### src/design/bwpc_pkg.sv
package bwpc_pkg;

    // Register port
    localparam int ADDR_W = 8;
    localparam int DATA_W = 32;
    localparam int WAKE_MAX = 7;

    localparam logic [7:0] OFF_CTRL = 8'h00;
    localparam logic [7:0] OFF_LATCH_EN = 8'h04;
    localparam logic [7:0] OFF_LATCH_CLR = 8'h08;
    localparam logic [7:0] OFF_INPUT_EN = 8'h0c;
    localparam logic [7:0] OFF_POLARITY = 8'h14;
    localparam logic [7:0] OFF_RISE = 8'h18;
    localparam logic [7:0] OFF_FALL = 8'h1c;
    localparam logic [7:0] OFF_BUFFER_EN = 8'h20;

    // Control register fields
    localparam int CTRL_STATUS_LSB = 0;
    localparam int CTRL_OVR_STATUS = 8;
    localparam int CTRL_FW_LEVEL = 9;
    localparam int CTRL_FW_TAKEOVER = 10;
    localparam int CTRL_FILTER_BYPASS = 11;
    localparam int CTRL_OUT_STATE = 12;
    localparam int CTRL_RAIL_GOOD = 13;

    // Override position in the enable registers
    localparam int OVR_BIT = 7;

    // Reset values
    localparam logic [7:0] INPUT_EN_RST = 8'hff;
    localparam logic [7:0] BUFFER_EN_RST = 8'h00;
    localparam logic [7:0] POLARITY_RST = 8'h00;
    localparam logic [7:0] LATCH_EN_RST = 8'h00;
    localparam logic CTRL_BIT_RST = 1'h0;

    // Timing
    localparam int CLK_PERIOD_NS = 10;
    localparam int FILTER_TIME_NS = 1000;
    localparam int FILTER_CYCLES = (FILTER_TIME_NS + CLK_PERIOD_NS - 1) / CLK_PERIOD_NS;

    typedef struct packed {
        logic [ADDR_W-1:0] addr;
        logic [DATA_W-1:0] wdata;
        logic wr;
        logic rd;
    } bwpc_bus_req_s;

endpackage : bwpc_pkg

### src/design/bwpc_wake_ctrl.sv
// Function
// - Enabled asserted wake inputs raise output
// - Weekly alarm raises output
// - Calendar alarm raises output
// - Inputs active low; per-pin polarity bit
// - Disabled input never affects output
// - Status shows buffered input levels, ORed with latches
// - Glitch filters on; one bypass bit
// - Latched assertion held until latch reset
// - Sticky rising and falling edge bits
// - Both enables zero turns buffer off
// - Takeover plus rail good gives firmware control
// - Firmware level bit drives output
// - Rail low forces hardware control
// - Wake interrupts need the core rail
// - Override active high, gated interrupt
// - Battery reset defaults everything
// - System reset isolates port and gates interrupts
// - Logic runs continuously, no low power
// - Registers only on controller port
// - Up to seven wake inputs
// - Filter, edge, polarity, then latch
// - Edge detection only with buffer on
// - Rail loss returns control to hardware
`timescale 1ns/100ps
module bwpc_wake_ctrl #(
    parameter int WAKE_N = 4,
    parameter int FILTER_CYCLES = bwpc_pkg::FILTER_CYCLES
) (
    input wire logic clk_i,
    input wire logic rst_i,
    input wire logic system_isolation_reset_i,
    input wire bwpc_pkg::bwpc_bus_req_s bus_i,
    output logic [bwpc_pkg::DATA_W-1:0] rdata_o,
    input wire logic [WAKE_N-1:0] wake_input_n_i,
    input wire logic override_input_i,
    input wire logic week_alarm_i,
    input wire logic clock_alarm_signal_i,
    input wire logic main_rail_good_i,
    input wire logic core_rail_good_i,
    output logic power_enable_output_o,
    output logic [WAKE_N-1:0] wake_irq_o,
    output logic override_irq_o
);

    localparam int CNT_W = (FILTER_CYCLES > 1) ? $clog2(FILTER_CYCLES) : 1;
    localparam logic [CNT_W-1:0] CNT_LAST = CNT_W'(FILTER_CYCLES - 1);
    localparam logic [7:0] WAKE_MASK = 8'((1 << WAKE_N) - 1);
    localparam logic [7:0] EN_MASK = WAKE_MASK | 8'h80;

    logic [7:0] input_en_reg;
    logic [7:0] buffer_en_reg;
    logic [7:0] polarity_reg;
    logic [7:0] latch_en_reg;
    logic fw_level_reg;
    logic takeover_reg;
    logic bypass_reg;
    logic [WAKE_N-1:0] latch_reg;
    logic [WAKE_N-1:0] latch_next;
    logic [WAKE_N-1:0] rise_reg;
    logic [WAKE_N-1:0] rise_next;
    logic [WAKE_N-1:0] fall_reg;
    logic [WAKE_N-1:0] fall_next;
    logic power_enable_reg;
    logic power_enable_next;
    logic [bwpc_pkg::DATA_W-1:0] rdata_reg;
    logic [bwpc_pkg::DATA_W-1:0] rdata_next;
    logic [WAKE_N-1:0] wake_irq_reg;
    logic override_irq_reg;

    logic [WAKE_N-1:0] buf_on;
    logic [WAKE_N-1:0] filt;
    logic [WAKE_N-1:0] rise_set;
    logic [WAKE_N-1:0] fall_set;
    logic [WAKE_N-1:0] asserted;
    logic [WAKE_N-1:0] status;
    logic [WAKE_N-1:0] latch_clr;
    logic [WAKE_N-1:0] rise_clr;
    logic [WAKE_N-1:0] fall_clr;
    logic override_level;
    logic hw_comb;
    logic fw_mode;
    logic wr_ok;
    logic rd_ok;

    // Port isolated while the system reset is high
    assign wr_ok = bus_i.wr && !system_isolation_reset_i;
    assign rd_ok = bus_i.rd && !system_isolation_reset_i;

    // Per-input chain: filter, edge, polarity, latch
    genvar gi;
    generate
        for (gi = 0; gi < WAKE_N; gi++) begin : g_wake
            logic raw;
            logic filt_reg;
            logic prev_reg;
            logic buf_d_reg;
            logic [CNT_W-1:0] cnt_reg;

            assign buf_on[gi] = input_en_reg[gi] | buffer_en_reg[gi];
            // Buffer off reads as the not-asserted level
            assign raw = buf_on[gi] ? wake_input_n_i[gi] : ~polarity_reg[gi];

            always_ff @(posedge clk_i) begin
                if (rst_i) begin
                    filt_reg <= 1'h1;
                    cnt_reg <= '0;
                end else if (bypass_reg) begin
                    filt_reg <= raw;
                    cnt_reg <= '0;
                end else if (raw == filt_reg) begin
                    cnt_reg <= '0;
                end else if (cnt_reg == CNT_LAST) begin
                    filt_reg <= raw;
                    cnt_reg <= '0;
                end else begin
                    cnt_reg <= cnt_reg + CNT_W'(1);
                end
            end

            always_ff @(posedge clk_i) begin
                if (rst_i) begin
                    prev_reg <= 1'h1;
                    buf_d_reg <= 1'h0;
                end else begin
                    prev_reg <= filt_reg;
                    buf_d_reg <= buf_on[gi];
                end
            end

            assign filt[gi] = filt_reg;
            // Edges taken before polarity, only with buffer on
            assign rise_set[gi] = buf_on[gi] & buf_d_reg & ~prev_reg & filt_reg;
            assign fall_set[gi] = buf_on[gi] & buf_d_reg & prev_reg & ~filt_reg;
            assign asserted[gi] = polarity_reg[gi] ? filt_reg : ~filt_reg;
        end
    endgenerate

    assign status = asserted | latch_reg;
    assign override_level = (input_en_reg[bwpc_pkg::OVR_BIT]
        | buffer_en_reg[bwpc_pkg::OVR_BIT]) & override_input_i;

    // Hardware combination of every wake source
    assign hw_comb = (|(input_en_reg[WAKE_N-1:0] & status))
        | (input_en_reg[bwpc_pkg::OVR_BIT] & override_level)
        | week_alarm_i
        | clock_alarm_signal_i;
    assign fw_mode = takeover_reg & main_rail_good_i;
    assign power_enable_next = fw_mode ? fw_level_reg : hw_comb;

    always_ff @(posedge clk_i) begin
        if (rst_i) begin
            power_enable_reg <= 1'h0;
        end else begin
            power_enable_reg <= power_enable_next;
        end
    end

    // Configuration registers
    always_ff @(posedge clk_i) begin
        if (rst_i) begin
            input_en_reg <= bwpc_pkg::INPUT_EN_RST & EN_MASK;
            buffer_en_reg <= bwpc_pkg::BUFFER_EN_RST;
            polarity_reg <= bwpc_pkg::POLARITY_RST;
            latch_en_reg <= bwpc_pkg::LATCH_EN_RST;
        end else if (wr_ok) begin
            case (bus_i.addr)
                bwpc_pkg::OFF_INPUT_EN: input_en_reg <= bus_i.wdata[7:0] & EN_MASK;
                bwpc_pkg::OFF_BUFFER_EN: buffer_en_reg <= bus_i.wdata[7:0] & EN_MASK;
                bwpc_pkg::OFF_POLARITY: polarity_reg <= bus_i.wdata[7:0] & WAKE_MASK;
                bwpc_pkg::OFF_LATCH_EN: latch_en_reg <= bus_i.wdata[7:0] & WAKE_MASK;
                default: ;
            endcase
        end
    end

    // Control bits; takeover drops with the rail
    always_ff @(posedge clk_i) begin
        if (rst_i) begin
            fw_level_reg <= bwpc_pkg::CTRL_BIT_RST;
            takeover_reg <= bwpc_pkg::CTRL_BIT_RST;
            bypass_reg <= bwpc_pkg::CTRL_BIT_RST;
        end else begin
            if (wr_ok && bus_i.addr == bwpc_pkg::OFF_CTRL) begin
                fw_level_reg <= bus_i.wdata[bwpc_pkg::CTRL_FW_LEVEL];
                takeover_reg <= bus_i.wdata[bwpc_pkg::CTRL_FW_TAKEOVER];
                bypass_reg <= bus_i.wdata[bwpc_pkg::CTRL_FILTER_BYPASS];
            end
            if (!main_rail_good_i) begin
                takeover_reg <= 1'h0;
            end
        end
    end

    // Write-one clears; a set in the same cycle wins
    assign latch_clr = (wr_ok && bus_i.addr == bwpc_pkg::OFF_LATCH_CLR) ?
        bus_i.wdata[WAKE_N-1:0] : '0;
    assign rise_clr = (wr_ok && bus_i.addr == bwpc_pkg::OFF_RISE) ?
        bus_i.wdata[WAKE_N-1:0] : '0;
    assign fall_clr = (wr_ok && bus_i.addr == bwpc_pkg::OFF_FALL) ?
        bus_i.wdata[WAKE_N-1:0] : '0;
    assign latch_next = (latch_reg & ~latch_clr) | (asserted & latch_en_reg[WAKE_N-1:0]);
    assign rise_next = (rise_reg & ~rise_clr) | rise_set;
    assign fall_next = (fall_reg & ~fall_clr) | fall_set;

    always_ff @(posedge clk_i) begin
        if (rst_i) begin
            latch_reg <= '0;
        end else begin
            latch_reg <= latch_next;
        end
    end

    always_ff @(posedge clk_i) begin
        if (rst_i) begin
            rise_reg <= '0;
            fall_reg <= '0;
        end else begin
            rise_reg <= rise_next;
            fall_reg <= fall_next;
        end
    end

    // Interrupt levels only with the core rail up and port not isolated
    always_ff @(posedge clk_i) begin
        if (rst_i) begin
            wake_irq_reg <= '0;
            override_irq_reg <= 1'h0;
        end else if (core_rail_good_i && !system_isolation_reset_i) begin
            wake_irq_reg <= asserted;
            override_irq_reg <= override_level;
        end else begin
            wake_irq_reg <= '0;
            override_irq_reg <= 1'h0;
        end
    end

    // Read mux; unmapped offsets read zero
    always_comb begin
        rdata_next = '0;
        if (rd_ok) begin
            case (bus_i.addr)
                bwpc_pkg::OFF_CTRL: begin
                    rdata_next[bwpc_pkg::CTRL_STATUS_LSB +: WAKE_N] = status;
                    rdata_next[bwpc_pkg::CTRL_OVR_STATUS] = override_level;
                    rdata_next[bwpc_pkg::CTRL_FW_LEVEL] = fw_level_reg;
                    rdata_next[bwpc_pkg::CTRL_FW_TAKEOVER] = takeover_reg;
                    rdata_next[bwpc_pkg::CTRL_FILTER_BYPASS] = bypass_reg;
                    rdata_next[bwpc_pkg::CTRL_OUT_STATE] = power_enable_reg;
                    rdata_next[bwpc_pkg::CTRL_RAIL_GOOD] = main_rail_good_i;
                end
                bwpc_pkg::OFF_LATCH_EN: rdata_next[7:0] = latch_en_reg;
                bwpc_pkg::OFF_INPUT_EN: rdata_next[7:0] = input_en_reg;
                bwpc_pkg::OFF_POLARITY: rdata_next[7:0] = polarity_reg;
                bwpc_pkg::OFF_RISE: rdata_next[WAKE_N-1:0] = rise_reg;
                bwpc_pkg::OFF_FALL: rdata_next[WAKE_N-1:0] = fall_reg;
                bwpc_pkg::OFF_BUFFER_EN: rdata_next[7:0] = buffer_en_reg;
                default: rdata_next = '0;
            endcase
        end
    end

    always_ff @(posedge clk_i) begin
        if (rst_i) begin
            rdata_reg <= '0;
        end else begin
            rdata_reg <= rdata_next;
        end
    end

    assign rdata_o = rdata_reg;
    assign power_enable_output_o = power_enable_reg;
    assign wake_irq_o = wake_irq_reg;
    assign override_irq_o = override_irq_reg;

    // Checks
    fw_drive_out_a: assert property (@(posedge clk_i) disable iff (rst_i)
        (takeover_reg && main_rail_good_i) |=> power_enable_output_o == $past(fw_level_reg))
        else $error("Output does not follow firmware level");

    rail_low_hw_a: assert property (@(posedge clk_i) disable iff (rst_i)
        !main_rail_good_i |=> power_enable_output_o == $past(hw_comb))
        else $error("Output not under hardware control with rail low");

    week_alarm_out_a: assert property (@(posedge clk_i) disable iff (rst_i)
        (week_alarm_i && !fw_mode) |=> power_enable_output_o)
        else $error("Weekly alarm did not raise output");

    clock_alarm_out_a: assert property (@(posedge clk_i) disable iff (rst_i)
        (clock_alarm_signal_i && !fw_mode) |=> power_enable_output_o)
        else $error("Calendar alarm did not raise output");

    latch_hold_a: assert property (@(posedge clk_i) disable iff (rst_i)
        (latch_reg[WAKE_N-1] && !latch_clr[WAKE_N-1]) |=> latch_reg[WAKE_N-1]
        ##1 (latch_reg[WAKE_N-1] || $past(latch_clr[WAKE_N-1])))
        else $error("Latched assertion lost without reset");

    fall_edge_seen_a: assert property (@(posedge clk_i) disable iff (rst_i)
        $fell(filt[0]) && buf_on[0] && $past(buf_on[0]) |=> fall_reg[0])
        else $error("Falling edge not recorded");

    irq_rail_gate_a: assert property (@(posedge clk_i) disable iff (rst_i)
        !core_rail_good_i |=> (wake_irq_o == '0) && !override_irq_o)
        else $error("Interrupt raised without core rail");

    bus_isolate_a: assert property (@(posedge clk_i) disable iff (rst_i)
        (system_isolation_reset_i && bus_i.rd) |=> rdata_o == '0)
        else $error("Read answered while isolated");

    takeover_drop_a: assert property (@(posedge clk_i) disable iff (rst_i)
        !main_rail_good_i |=> !takeover_reg)
        else $error("Takeover kept after rail loss");

    reset_default_a: assert property (@(posedge clk_i)
        rst_i |=> !power_enable_output_o && latch_reg == '0 && rise_reg == '0)
        else $error("Battery reset left state set");

    disabled_pin_a: assert property (@(posedge clk_i) disable iff (rst_i)
        (!buf_on[0] && !bypass_reg) |-> ##1 !rise_set[0])
        else $error("Disabled input produced an edge");

    wake_pin_out_a: assert property (@(posedge clk_i) disable iff (rst_i)
        (input_en_reg[0] && asserted[0] && !fw_mode) |=> power_enable_output_o)
        else $error("Enabled asserted input did not raise output");

    active_high_out_a: assert property (@(posedge clk_i) disable iff (rst_i)
        (polarity_reg[0] && filt[0] && input_en_reg[0] && !fw_mode) |=> power_enable_output_o)
        else $error("Active-high input did not raise output");

    override_out_a: assert property (@(posedge clk_i) disable iff (rst_i)
        (input_en_reg[bwpc_pkg::OVR_BIT] && override_input_i && !fw_mode)
        |=> power_enable_output_o)
        else $error("Override input did not raise output");

    latch_set_a: assert property (@(posedge clk_i) disable iff (rst_i)
        (asserted[WAKE_N-1] && latch_en_reg[WAKE_N-1]) |=> latch_reg[WAKE_N-1])
        else $error("Enabled latch did not capture assertion");

    rise_edge_seen_a: assert property (@(posedge clk_i) disable iff (rst_i)
        $rose(filt[0]) && buf_on[0] && $past(buf_on[0]) |=> rise_reg[0])
        else $error("Rising edge not recorded");

    edge_sticky_a: assert property (@(posedge clk_i) disable iff (rst_i)
        (rise_reg[0] && !rise_clr[0]) |=> rise_reg[0])
        else $error("Rising edge bit lost without clear");

    filter_flip_a: assert property (@(posedge clk_i) disable iff (rst_i)
        (!$past(rst_i) && !$past(bypass_reg) && $changed(filt[0]))
        |-> $past(g_wake[0].cnt_reg) == CNT_LAST)
        else $error("Filter passed a change too early");

    irq_follow_a: assert property (@(posedge clk_i) disable iff (rst_i)
        (core_rail_good_i && !system_isolation_reset_i) |=> wake_irq_o == $past(asserted))
        else $error("Wake interrupt does not follow input");

    irq_isolate_a: assert property (@(posedge clk_i) disable iff (rst_i)
        system_isolation_reset_i |=> (wake_irq_o == '0) && !override_irq_o)
        else $error("Interrupt raised while isolated");

    iso_write_a: assert property (@(posedge clk_i) disable iff (rst_i)
        (system_isolation_reset_i && bus_i.wr) |=> $stable(polarity_reg)
        && $stable(input_en_reg) && $stable(buffer_en_reg) && $stable(latch_en_reg))
        else $error("Write landed while isolated");

    status_read_a: assert property (@(posedge clk_i) disable iff (rst_i)
        (rd_ok && bus_i.addr == bwpc_pkg::OFF_CTRL)
        |=> rdata_o[bwpc_pkg::CTRL_STATUS_LSB +: WAKE_N] == $past(status))
        else $error("Status read does not show input levels");

    reset_config_a: assert property (@(posedge clk_i)
        rst_i |=> input_en_reg == (bwpc_pkg::INPUT_EN_RST & EN_MASK)
        && polarity_reg == bwpc_pkg::POLARITY_RST && !takeover_reg && fall_reg == '0)
        else $error("Battery reset left configuration set");

endmodule : bwpc_wake_ctrl

### config.mk
export PLATFORM = sky130hd
export DESIGN_NAME = bwpc_wake_ctrl
export DESIGN_NICKNAME = d
export VERILOG_FILES = /design/src/design/bwpc_pkg.sv /design/src/design/bwpc_wake_ctrl.sv
export SDC_FILE = /design/constraint.sdc
export NUM_CORES = 1
export LEC_CHECK = 0
export BUFFER_PORTS_ARGS = -buffer_cell sky130_fd_sc_hd__buf_2
export CORE_ASPECT_RATIO = 1.75
export CORE_MARGIN = 1.5
export CORE_UTILIZATION = 48
export DETAILED_ROUTE_END_ITERATION = 7
export PLACE_DENSITY = 0.75
export RECOVER_POWER = 100
export SETUP_SLACK_MARGIN = 0.4
export SYNTH_ARGS = -nofsm -noshare
export SYNTH_HDL_FRONTEND = slang
export SYNTH_SLANG_ARGS = --single-unit
### constraint.sdc
create_clock -name clk_i -period 1.25 [get_ports clk_i]
set_input_delay 0.0625 -clock clk_i [delete_from_list [all_inputs] [get_ports clk_i]]
set_output_delay 0.0625 -clock clk_i [all_outputs]
set_load 0.005 [all_outputs]
=== Word-level counts from Yosys, hierarchy flattened ===
Index checks and enable logic that the tools add are counted.

* Add/subtract/negate cells: 4
* Multipliers: 0
* Divide/modulo/power cells: 0
* Magnitude comparators: 0
* Equality and inequality tests: 19
* Shifts and indexed selects: 0
* Multiplexer cells: 26
* Bitwise operators: 59
* Reductions and logical operators: 30

{| class="wikitable"
|+ Operators by type and width
! cell !! number
|-
| $add A7 B1 Y7 const B || 4
|-
| $eq A7 B7 Y1 const B || 4
|-
| $pmux W4 S7 || 1
|-
| $eq A8 B5 Y1 const B || 3
|-
| $and A1 B1 Y1 || 23
|-
| $mux W1 || 21
|-
| $and A4 B4 Y4 || 5
|-
| $reduce_or A4 Y1 || 5
|-
| $eq A8 B4 Y1 const B || 2
|-
| $not A1 Y1 || 16
|-
| $or A4 B4 Y4 || 4
|-
| $reduce_and A2 Y1 || 8
|-
| $mux W4 || 3
|-
| $not A4 Y4 || 3
|-
| $eq A8 B3 Y1 const B || 1
|-
| $eq A8 B6 Y1 const B || 1
|-
| $logic_not A8 Y1 || 1
|-
| $ne A2 B2 Y1 const B || 4
|-
| $or A1 B1 Y1 || 8
|-
| $pmux W4 S2 || 1
|-
| $reduce_bool A2 Y1 || 4
|-
| $logic_and A1 B1 Y1 || 7
|-
| $reduce_or A2 Y1 || 3
|-
| $eq A1 B1 Y1 || 4
|-
| 2 further kinds || 2
|}

* Bits in registers: 111
* Latch bits: 0
* RAM bits: 0
* Bits in read-only memories: 0
* Output and inout port bits: 38
* Memories kept: 0

=== Logic depth before layout (Yosys ltp) ===
Gate-level depths: netlist of run 1.

* Word-level depth: 9
* Gate-level depth with buffers: 5
* Mapped depth without buffers: 5

=== Worst setup path after synthesis of run 1 ===
OpenSTA, ideal clock, no wires.

* Path type: register to register
* From: register g_wake[1].cnt_reg[0]
* To: register g_wake[1].filt_reg
* Arrival time: 1.120 ns
* Data required time: 1.120 ns
* Setup slack: 0.000 ns
* Stages on the path, launching flop included: 6
* Path buffers: 0
* Clock period less this slack: 1.250 ns
* Cell sequence: dfxtp_1 -> ha_1 -> nor2b_1 -> a41oi_1 -> mux2i_1 -> nand2_1

* Longest elaborated chain between the ends: 3

{| class="wikitable"
|+ Ends and longest elaborated chain
! what !! line !! RTL
|-
| from (decl) || bwpc_wake_ctrl.sv:98 || <nowiki>logic [CNT_W-1:0] cnt_reg;</nowiki>
|-
| from (signal assigned) || bwpc_wake_ctrl.sv:117 || <nowiki>cnt_reg <= cnt_reg + CNT_W'(1);</nowiki>
|-
| $eq A7 B7 Y1 || bwpc_wake_ctrl.sv:113 || <nowiki>end else if (cnt_reg == CNT_LAST) begin</nowiki>
|-
| $reduce_bool A2 Y1 (no source line) || n/a ||
|-
| $reduce_and A2 Y1 (no source line) || n/a ||
|-
| to (signal assigned) || bwpc_wake_ctrl.sv:109 || <nowiki>filt_reg <= raw;</nowiki>
|-
| to (signal assigned) || bwpc_wake_ctrl.sv:114 || <nowiki>filt_reg <= raw;</nowiki>
|-
| to (decl) || bwpc_wake_ctrl.sv:95 || <nowiki>logic filt_reg;</nowiki>
|}

Every way passes these cells.
A chain may end at the register's enable or synchronous reset.

=== Worst setup path after layout of run 1 ===
* From: register input_en_reg[0]
* To: register rdata_reg (netlist bit rdata_o[0])

* Longest elaborated chain between the ends: 1

{| class="wikitable"
|+ Ends and longest elaborated chain
! what !! line !! RTL
|-
| from (decl) || bwpc_wake_ctrl.sv:51 || <nowiki>logic [7:0] input_en_reg;</nowiki>
|-
| from (signal assigned) || bwpc_wake_ctrl.sv:162 || <nowiki>input_en_reg <= bwpc_pkg::INPUT_EN_RST & EN_MASK;</nowiki>
|-
| from (signal assigned) || bwpc_wake_ctrl.sv:168 || <nowiki>bwpc_pkg::OFF_INPUT_EN: input_en_reg <= bus_i.wdata[7:0] & EN_MASK;</nowiki>
|-
| $pmux W4 S7 || bwpc_wake_ctrl.sv:242 || <nowiki>case (bus_i.addr)</nowiki>
|-
| to (signal assigned) || bwpc_wake_ctrl.sv:267 || <nowiki>rdata_reg <= rdata_next;</nowiki>
|-
| to (decl) || bwpc_wake_ctrl.sv:66 || <nowiki>logic [bwpc_pkg::DATA_W-1:0] rdata_reg;</nowiki>
|}

Every way passes these cells.

==> metrics.txt, run 1 <==
outcome complete, but fails checks; GR Util met2 46.93%; dpl cells 585; row cnt 43; failing checks negative setup slack; Synth top area share 46.04%; top cells by area, synth dfxtp_1 (46%), nor2_1 (5.4%), mux2i_1 (4.9%), buf_4 (4.2%), xnor2_1 (3.6%); H-tree lvl count 3; Clock Skew 6.575 ps; sequential share of the synthesized area 46.04%; CP delay by family, top compound AO/OA/AOI/OAI gates; Yosys reg bits 90; top-count cell post-synth dfxtp_1; global-route usage over all layers 25.38%; Detailed Routing Iterations Pass 1 5; CTS root buffer clkbuf_16; fin crit share 101.2%; fin. max-slew vios 0; setup-violating endpoint count in the final report 5; Achievable Freq 790.5 MHz; average cell area after synthesis 9.318 um^2; first-pass GRT wire length 17160 um; Vias 3609; area leader, netlist dfxtp_1; CTS tree built; P&R area growth vs syn 39.83%; largest net degree at the start of global routing 19; Max FO, Critical Path 4; WP buf/inv 1; HP Class input port to register; Netlist cell types 47; final hold slack 43.50 ps; final WL 11340 um; core footprint 0.007909 mm^2; peak supply drop 0.8447 mV; CTS clk-pin slew, worst paths 70 ps; RD Place Congestion 0.9463; post-synthesis cell area 0.003914 mm^2; layout cells sized above 1 40.71%; initial antenna violation count 0; Top FF cell, synth dfxtp_1; initial DRC count 266; setup ws final -14.97 ps; M3 GR Usage 5.337%; Pleak 2.241 nW; Die Footprint 0.008726 mm^2; CTS Buffer Depth 2; DR WL/cell 18.06 um; pre-CTS WS -212.9 ps; # DRC 0; Async SR Flop Fraction 0%; Horiz. Die Dim 71.26 um; Post-synth EDFFs 0; M1 GR Usage 24.23%; vias in the first global route 3698; Post-DRT Antenna Nets 0; IO buf count 46; Slowest cell on crit path a222oi_1; Vias/cell 5.747; TritonCTS buffer count 9; HPWL Detailed 7329 um; WS Path Type register to register; Synth Instances 420; antenna cells 0; gr ovfl total 0; Yosys warning total 0; CP required 1440 ps; initial core utilization 49.49%; final hold vios 0; fin nets 591; gr busiest metal met2; max FFs per register 28; # clock sinks 90; RSZ-0062 raised after global routing true; final std cells w/o fill 628; Clk Latency, worst-skew pair 350 ps; slowest stage delay, CP 400 ps; pwr dens 1075 mW/mm^2; Synth top cells by count dfxtp_1 (90), nor2_1 (56), nand2_1 (28); crit path DAT 1460 ps; I/O pin count 92; Worst Setup Start Kind register; critical path endpoint category register; # fillers 589; Critical Path, Cell by Cell clkbuf_1 -> a222oi_1 -> a41oi_1; DIE HEIGHT 122.5 um; total of max-cap violations 0; crit path time final 1265 ps
[metrics by stage]
| stage | utilization [%] | power, mW | TNS (ps) | instance area (um^2) |
|---|---|---|---|---|
| finish | 69.20 | 5.881 | -45.84 | 5473 |
| global route | 69.20 | 6.049 | -2071 | 5473 |
| CTS | 68.71 | 5.896 | -48.98 | 5434 |
| detailed placement | 59.04 | 3.290 | -2667 | 4669 |
| global placement | 59.04 | 3.279 | -1897 | 4669 |
| floorplan | - | 3.179 | 0 | 4249 |
[routing by layer]
metal  part of all wire, %  up-vias  wire length [um]
li1                      -     1676                 -
met1                    35     1729              3967
met2                    54      148              6125
met3                   4.9       56               556
met4                   6.1        0               693
met5                     0        -                 0
[logic make-up after synthesis]
| kind of cell | after synthesis | synth area share (%) |
|---|---|---|
| compound gates | 71 | 12.66 |
| mux | 20 | 5.147 |
| buf+inv | 40 | 6.138 |
| xor+xnor | 24 | 5.371 |
| other cells | 1 | 0.09582 |
| fa+ha+maj | 4 | 1.279 |
| simple gates | 170 | 23.27 |
| flops | 90 | 46.04 |
[path summary, 6_finish.rpt]
check                                                      from                              end  slack (ps)  depth (start not counted)
worst min-delay path                                   bus_i[2]     polarity_reg[0]$_SDFFE_PP0P_          40                          3
worst max register to register     input_en_reg[0]$_SDFFE_PP1P_            rdata_o[0]$_SDFF_PP0_         -10                          3
worst max-delay path               input_en_reg[0]$_SDFFE_PP1P_            rdata_o[0]$_SDFF_PP0_         -10                          3
worst min register to register  g_wake[0].cnt_reg[0]$_SDFF_PP0_  g_wake[0].cnt_reg[0]$_SDFF_PP0_         430                          1
[layout make-up]
class	instances	area, um^2	area share (%)
flip-flops and latches	90	1853	33.86
inverters	12	45.04	0.8230
clock inverters	7	63.81	1.166
well taps	90	112.6	2.058
multi-input cells	311	2369	43.28
repair buffers	109	804.5	14.70
clock buffers	9	225.2	4.115
[placed cells by master (no fill, tap or decap), types with 5 or more instances in the layout]
| master | Yosys | layout |
|---|---|---|
| xor2_1 | 8 | 8 |
| o21ai_2 | 0 | 9 |
| conb_1 | 1 | 21 |
| clkbuf_16 | 0 | 9 |
| nor4b_4 | 1 | 5 |
| and2_1 | 9 | 5 |
| nor2_1 | 56 | 54 |
| dfxtp_4 | 0 | 7 |
| a21oi_2 | 0 | 8 |
| nand3_1 | 16 | 11 |
| dfxtp_1 | 90 | 63 |
| nand2_2 | 0 | 5 |
| and2_2 | 3 | 5 |
| inv_1 | 12 | 12 |
| buf_4 | 22 | 31 |
| and3_4 | 0 | 9 |
| nand3_2 | 2 | 5 |
| dfxtp_2 | 0 | 20 |
| nor3_1 | 10 | 5 |
| xnor2_1 | 16 | 14 |
| clkbuf_1 | 5 | 13 |
| a22oi_1 | 6 | 6 |
| nand2_1 | 28 | 23 |
| and3_1 | 15 | 6 |
| o21ai_1 | 0 | 5 |
| buf_6 | 1 | 18 |
| a31oi_1 | 5 | 5 |
| clkbuf_2 | 0 | 7 |
| buf_2 | 0 | 26 |
| o211ai_1 | 7 | 7 |
| dlygate4sd3_1 | 0 | 6 |
| mux2i_1 | 19 | 19 |
[tightest hold or removal path: cells and delay by family]
kind	cells	cell delay, ps
simple gates	1	70
mux	1	80
buf+inv	1	140
[power by group]
| group | switching [mW] | internal (mW) |
|---|---|---|
| combinational | 0.204 | 0.176 |
| clock | 1.22 | 1.38 |
| sequential | 0.0207 | 2.88 |
[what timing repair did]
action	in CTS	in global routing
pin swaps	39	42
setup buffers	13	7
hold buffers	6	0
resized for setup	83	64
endpoints found under the setup margin	86	90
cloned	1	0
endpoints found under the hold margin	7	0
(Power assumes the default switching activity.)
==> run 2, diff against run 1 <==
Settings changed: CORE_MARGIN 1.5 to default, RECOVER_POWER 100 to default.
==> run 2 against run 1 <==
  * The flow now finishes without violations
  * Wire length up 0.87%
  * Sequential power about the same
  * Global-route usage down 0.66 points
  * Combinational power up 7.1%
  * Cell count up 0.64%
  * Register-to-register slack better by 20 ps
  * Clock skew up 1.7 ps
  * Worst setup slack better by 16 ps
  * Core utilization up 3.1 points
  * Power down 0.84%
  * Final area up 4.4%
  * Largest cell class unchanged
==> metrics.txt, run 2 (same netlist as run 1, synthesis figures left out) <==
fin crit share 99.92%; Post-DRT Antenna Nets 0; gr ovfl total 0; DIE HEIGHT 121.5 um; peak supply drop 0.9118 mV; core footprint 0.007909 mm^2; most common cell after layout, fill and taps aside dfxtp_1; initial antenna violation count 0; CTS clk-pin slew, worst paths 70 ps; M1 GR Usage 22.33%; CTS tree built; TritonCTS buffer count 9; total of max-cap violations 0; first-pass GRT wire length 16330 um; Clk Latency, worst-skew pair 340 ps; layout cells sized above 1 46.31%; M3 GR Usage 5.150%; gr busiest metal met2; I/O pin count 92; final hold vios 0; final core utilization 72.25%; row cnt 43; Worst Setup Start Kind register; crit path DAT 1510 ps; P&R area growth vs syn 46.00%; initial core utilization 49.49%; fin. max-slew vios 0; setup-violating endpoint count in the final report 0; H-tree lvl count 3; Vias/cell 5.755; Setup crit end g_wake[2].cnt_reg[2]$_SDFF_PP0_; antenna cells 0; outcome complete, no violations; CP required 1510 ps; # clock sinks 90; commonest non-fill, non-tap cells in the layout dfxtp_1 (55), nor2_1 (52), buf_2 (40), buf_4 (36), buf_6 (27); Achievable Freq 800.7 MHz; DR WL/cell 18.10 um; CTS root buffer clkbuf_16; Detailed Routing Iterations Pass 1 5; CTS Buffer Depth 2; WS Path Type register to register; crit path time final 1249 ps; IO buf count 46; max FFs per register 28; CP startpoint input_en_reg[2]$_SDFFE_PP1P_; HPWL Detailed 7298 um; critical path endpoint category register; initial DRC count 221; setup ws final 1.062 ps; r2r setup slk 1 ps; Die Footprint 0.008533 mm^2; GR Util met2 47.32%; Pleak 2.365 nW; worst r2r src input_en_reg[2]$_SDFFE_PP1P_; reg2reg end g_wake[2].cnt_reg[2]$_SDFF_PP0_; RD Place Congestion 0.9356; final WL 11440 um; Horiz. Die Dim 70.26 um; # DRC 0; fin nets 595; Clock Skew 8.292 ps; HP Class input port to register; largest net degree at the start of global routing 20; Max FO, Critical Path 7; global-route usage over all layers 24.72%; pwr dens 1020 mW/mm^2; r2r worst-path depth 4; Vias 3637; vias in the first global route 3495; # fillers 522; pre-CTS WS -242.9 ps; RSZ-0062 raised after global routing true
-- run 2: cell count changes in the layout (fill, tap and decap cells not counted), moves of 5 or more --
| cell | change |
|---|---|
| buf_2 | +14 |
| clkbuf_1 | -11 |
| buf_6 | +9 |
| dfxtp_1 | -8 |
| clkbuf_2 | -7 |
| buf_4 | +5 |
| dfxtp_2 | +5 |
| nand3_4 | +5 |
-- run 2: final cells by class --
class | count | area [um^2] | share of cell area [%]
Timing Repair Buffer | 113 | 897.1 | 15.70
Sequential cell | 90 | 1871 | 32.73
Multi-Input combinational cell | 311 | 2505 | 43.84
Inverter | 12 | 45.04 | 0.7883
Clock inverter | 3 | 23.77 | 0.4160
Tap cell | 90 | 112.6 | 1.971
Clock buffer | 13 | 260.3 | 4.554
-- run 2: worst min path at each step --
stage	from	slack (ps)	cells past startpoint	endpoint
after floorplan	core_rail_good_i	180	2	override_irq_o$_SDFF_PP0_
after global placement	bus_i[11]	290	3	fw_level_reg$_SDFFE_PP0P_
after detailed placement	main_rail_good_i	310	2	rdata_o[13]$_SDFF_PP0_
after CTS	core_rail_good_i	8	3	override_irq_o$_SDFF_PP0_
after global routing	rst_i	40	2	polarity_reg[1]$_SDFFE_PP0P_
final	override_input_i	40	3	rdata_o[8]$_SDFF_PP0_
-- run 2: layer usage --
metal	part of all wire, %	up-vias
li1	-	1684
met1	34	1752
met2	55	147
met3	4.4	54
met4	6.3	0
met5	0	-
-- run 2: power breakdown --
part	internal, mW	total, mW	leakage (nW)	switching, mW
Combinational	0.185	0.407	1.49	0.222
Sequential	2.87	2.89	0.740	0.0193
Clock	1.46	2.53	0.132	1.07
Total	4.52	5.83	2.37	1.31
-- run 2: critical path: stages, from the launching register on --
cell and delay (ps):
dfxtp_4 360, o21a_1 230, o21ai_0 180, nand3b_1 240, nor2_1 160
-- run 2: repair_timing --
| action | CTS | global route |
|---|---|---|
| gates resized for setup | 78 | 58 |
| hold buffers | 4 | 0 |
| endpoints found under the hold margin | 6 | 0 |
| buffers inserted | 15 | 10 |
| setup endpoints to repair | 85 | 86 |
| pin swaps | 46 | 43 |
| gates cloned | 1 | 0 |
-- run 2: per-stage QoR --
stage | TNS (ps) | area (um^2) | hold WS, ps | power (mW) | instances
after global routing | -1355 | 5714 | 35.08 | 6.005 | 632
after CTS | 0 | 5409 | 7.606 | 5.838 | 622
final | 0 | 5714 | 37.40 | 5.831 | 632
after detailed placement | -3054 | 4677 | 310.5 | 3.291 | 586
after floorplan | 0 | 4249 | 181.7 | 3.179 | 440
after global placement | -1883 | 4677 | 294.6 | 3.281 | 586
==> run 3, diff against run 2 <==
Settings changed: ABC_AREA from default to 1, CORE_UTILIZATION 48 to 49, PLACE_DENSITY 0.75 to 0.76, REMOVE_ABC_BUFFERS from default to 1, SKIP_CTS_REPAIR_TIMING from default to 1.
==> run 3 against run 2 <==
  * The run now ends with design-rule violations, negative hold slack, negative setup slack left
  * Non-clock buffer count is 16 lower
  * Cell count is 18% higher
  * Sequential share of layout area is 0.38 points higher
  * Via count is 7.8% higher
==> metrics.txt, run 3 <==
Synth top area share 43.64%; TritonCTS buffer count 9; most common cell after layout, fill and taps aside nand2_1; Achievable Freq 787.9 MHz; Final TNS setup -43.15 ps; outcome complete, but fails checks; pwr dens 1142 mW/mm^2; critical path endpoint category register; # fillers 636; peak supply drop 0.8535 mV; Max FO, Critical Path 7; Top FF cell, synth dfxtp_1; Post-DRT Antenna Nets 0; P&R area growth vs syn 34.88%; worst r2r src buffer_en_reg[1]$_SDFFE_PP0P_; CTS clk-pin slew, worst paths 70 ps; Clk Latency, worst-skew pair 350 ps; layout cells sized above 1 41.01%; fin crit share 101.5%; core footprint 0.008258 mm^2; setup-violating endpoint count in the final report 7; CTS Buffer Depth 2; Vias 3919; CTS tree built; Detailed Routing Iterations Pass 1 7; largest net degree at the start of global routing 17; max FFs per register 28; HP Class input port to register; fin nets 704; final hold vios 4; top-count cell post-synth dfxtp_1; fin. max-slew vios 0; Horiz. Die Dim 71.39 um; commonest non-fill, non-tap cells in the layout nand2_1 (75), dfxtp_1 (64), nor2_1 (55), buf_2 (46), inv_1 (44); global-route usage over all layers 23.61%; first-pass GRT wire length 15590 um; Worst Hold Path EP fw_level_reg$_SDFFE_PP0P_; area leader, netlist dfxtp_1; IO buf count 46; placed instance area 0.004622 mm^2; row cnt 44; initial DRC count 366; Yosys warning total 0; Vias/cell 5.275; # DRC 7; RSZ-0062 raised after global routing true; final WL 10900 um; gr ovfl total 0; CTS root buffer clkbuf_16; r2r setup slk -20 ps; crit path time final 1269 ps; CP required 1550 ps; Post-synth EDFFs 0; top cells by area, synth dfxtp_1 (44%), nand2_1 (7.8%), nor2_1 (7.5%), nand3_1 (6.1%), inv_1 (5.1%); final core utilization 67.44%; post-synthesis cell area 0.004129 mm^2; H-tree lvl count 3; Yosys reg bits 90; r2r worst-path depth 6; pre-CTS WS -31.07 ps; Async SR Flop Fraction 0%; design area 0.005569 mm^2; initial antenna violation count 0; Hold Startpoint bus_i[11]; vias in the first global route 3543; Synth top cells by count dfxtp_1 (90), nand2_1 (86), nor2_1 (83); failing checks design-rule violations, negative hold slack, negative setup slack; Clock Skew 5.699 ps; DR WL/cell 14.67 um; antenna cells 0; reg2reg end g_wake[1].cnt_reg[4]$_SDFF_PP0_; RD Place Congestion 0.9314; average cell area after synthesis 7.576 um^2; WS Path Type register to register; initial core utilization 50.00%; Worst Setup Start Kind register; Pleak 2.341 nW; final hold slack -14.60 ps; sequential share of the synthesized area 43.64%; dpl cells 711; total power 6.359 mW; setup ws final -19.24 ps; # clock sinks 90; DIE HEIGHT 123.4 um; I/O pin count 92; Die Footprint 0.008812 mm^2; final std cells w/o fill 743; crit path DAT 1560 ps; Synth Instances 545; HPWL Detailed 7461 um; Min-Delay Path Depth 3; Netlist cell types 34; total of max-cap violations 0
==> run 3: changes by cell type after synthesis, sizes merged, moves of 19 or more <==
cell | before | now
nand2 | 28 | 95
a21oi | 12 | 36
mux2i | 19 | 0
nor2 | 56 | 106
nand3 | 18 | 52
inv | 12 | 61
==> run 3: worst max path at each step <==
stage / from / end / slack (ps) / cells past startpoint
global route: buffer_en_reg[1]$_SDFFE_PP0P_ / g_wake[1].cnt_reg[4]$_SDFF_PP0_ / -120 / 6
floorplan: g_wake[1].cnt_reg[0]$_SDFF_PP0_ / g_wake[1].cnt_reg[6]$_SDFF_PP0_ / 20 / 6
CTS: g_wake[1].cnt_reg[0]$_SDFF_PP0_ / g_wake[1].cnt_reg[5]$_SDFF_PP0_ / -70 / 6
finish: buffer_en_reg[1]$_SDFFE_PP0P_ / g_wake[1].cnt_reg[4]$_SDFF_PP0_ / -20 / 6
global placement: g_wake[1].cnt_reg[0]$_SDFF_PP0_ / g_wake[1].cnt_reg[0]$_SDFF_PP0_ / 7 / 6
detailed placement: bus_i[41] / latch_reg[0]$_SDFF_PP0_ / -30 / 7
==> run 3: power by group <==
group	internal, mW	total, mW	switching (mW)
clock network	1.87	3.03	1.16
registers	2.89	2.91	0.0203
logic	0.159	0.425	0.265
total	4.92	6.36	1.44
==> run 3: worst max-delay path, cell delays in order, from the launching register on <==
cell and delay, ps:
dfxtp_2 340, nor2_4 170, nor2_2 50, a21oi_2 190, xor2_2 210, nand2_4 120
nor2_2 120
==> run 3: area by class of cell <==
class	instances	area, um^2	share of cell area, %
clock inverter	5	85.08	1.528
tap	92	115.1	2.067
clock buffer	11	252.7	4.538
inverter	61	236.5	4.246
timing repair buffer	97	644.4	11.57
sequential	90	1844	33.12
multi-input combinational	387	2391	42.93
==> run 3: metal layers <==
| layer | vias up | wire length [um] | GRT usage [%] |
|---|---|---|---|
| li1 | 1886 | - | - |
| met1 | 1850 | 3783 | 21.84 |
| met2 | 137 | 6198 | 44.40 |
| met3 | 46 | 377 | 5.297 |
| met4 | 0 | 541 | 17.13 |
| met5 | - | 0 | 0 |
==> run 3: cells by family (layout without fill, tap and decap cells) <==
kind of cell,after synthesis,in the layout,share of synthesized area [%]
DFF,90,90,43.64
xor gates and xnor gates,28,28,5.940
and+or+nand+nor,267,267,29.97
adders and majority gates,4,4,1.212
AOI/OAI and AO/OA,67,67,9.000
other,1,21,0.09082
buffers and inverters,88,174,10.15
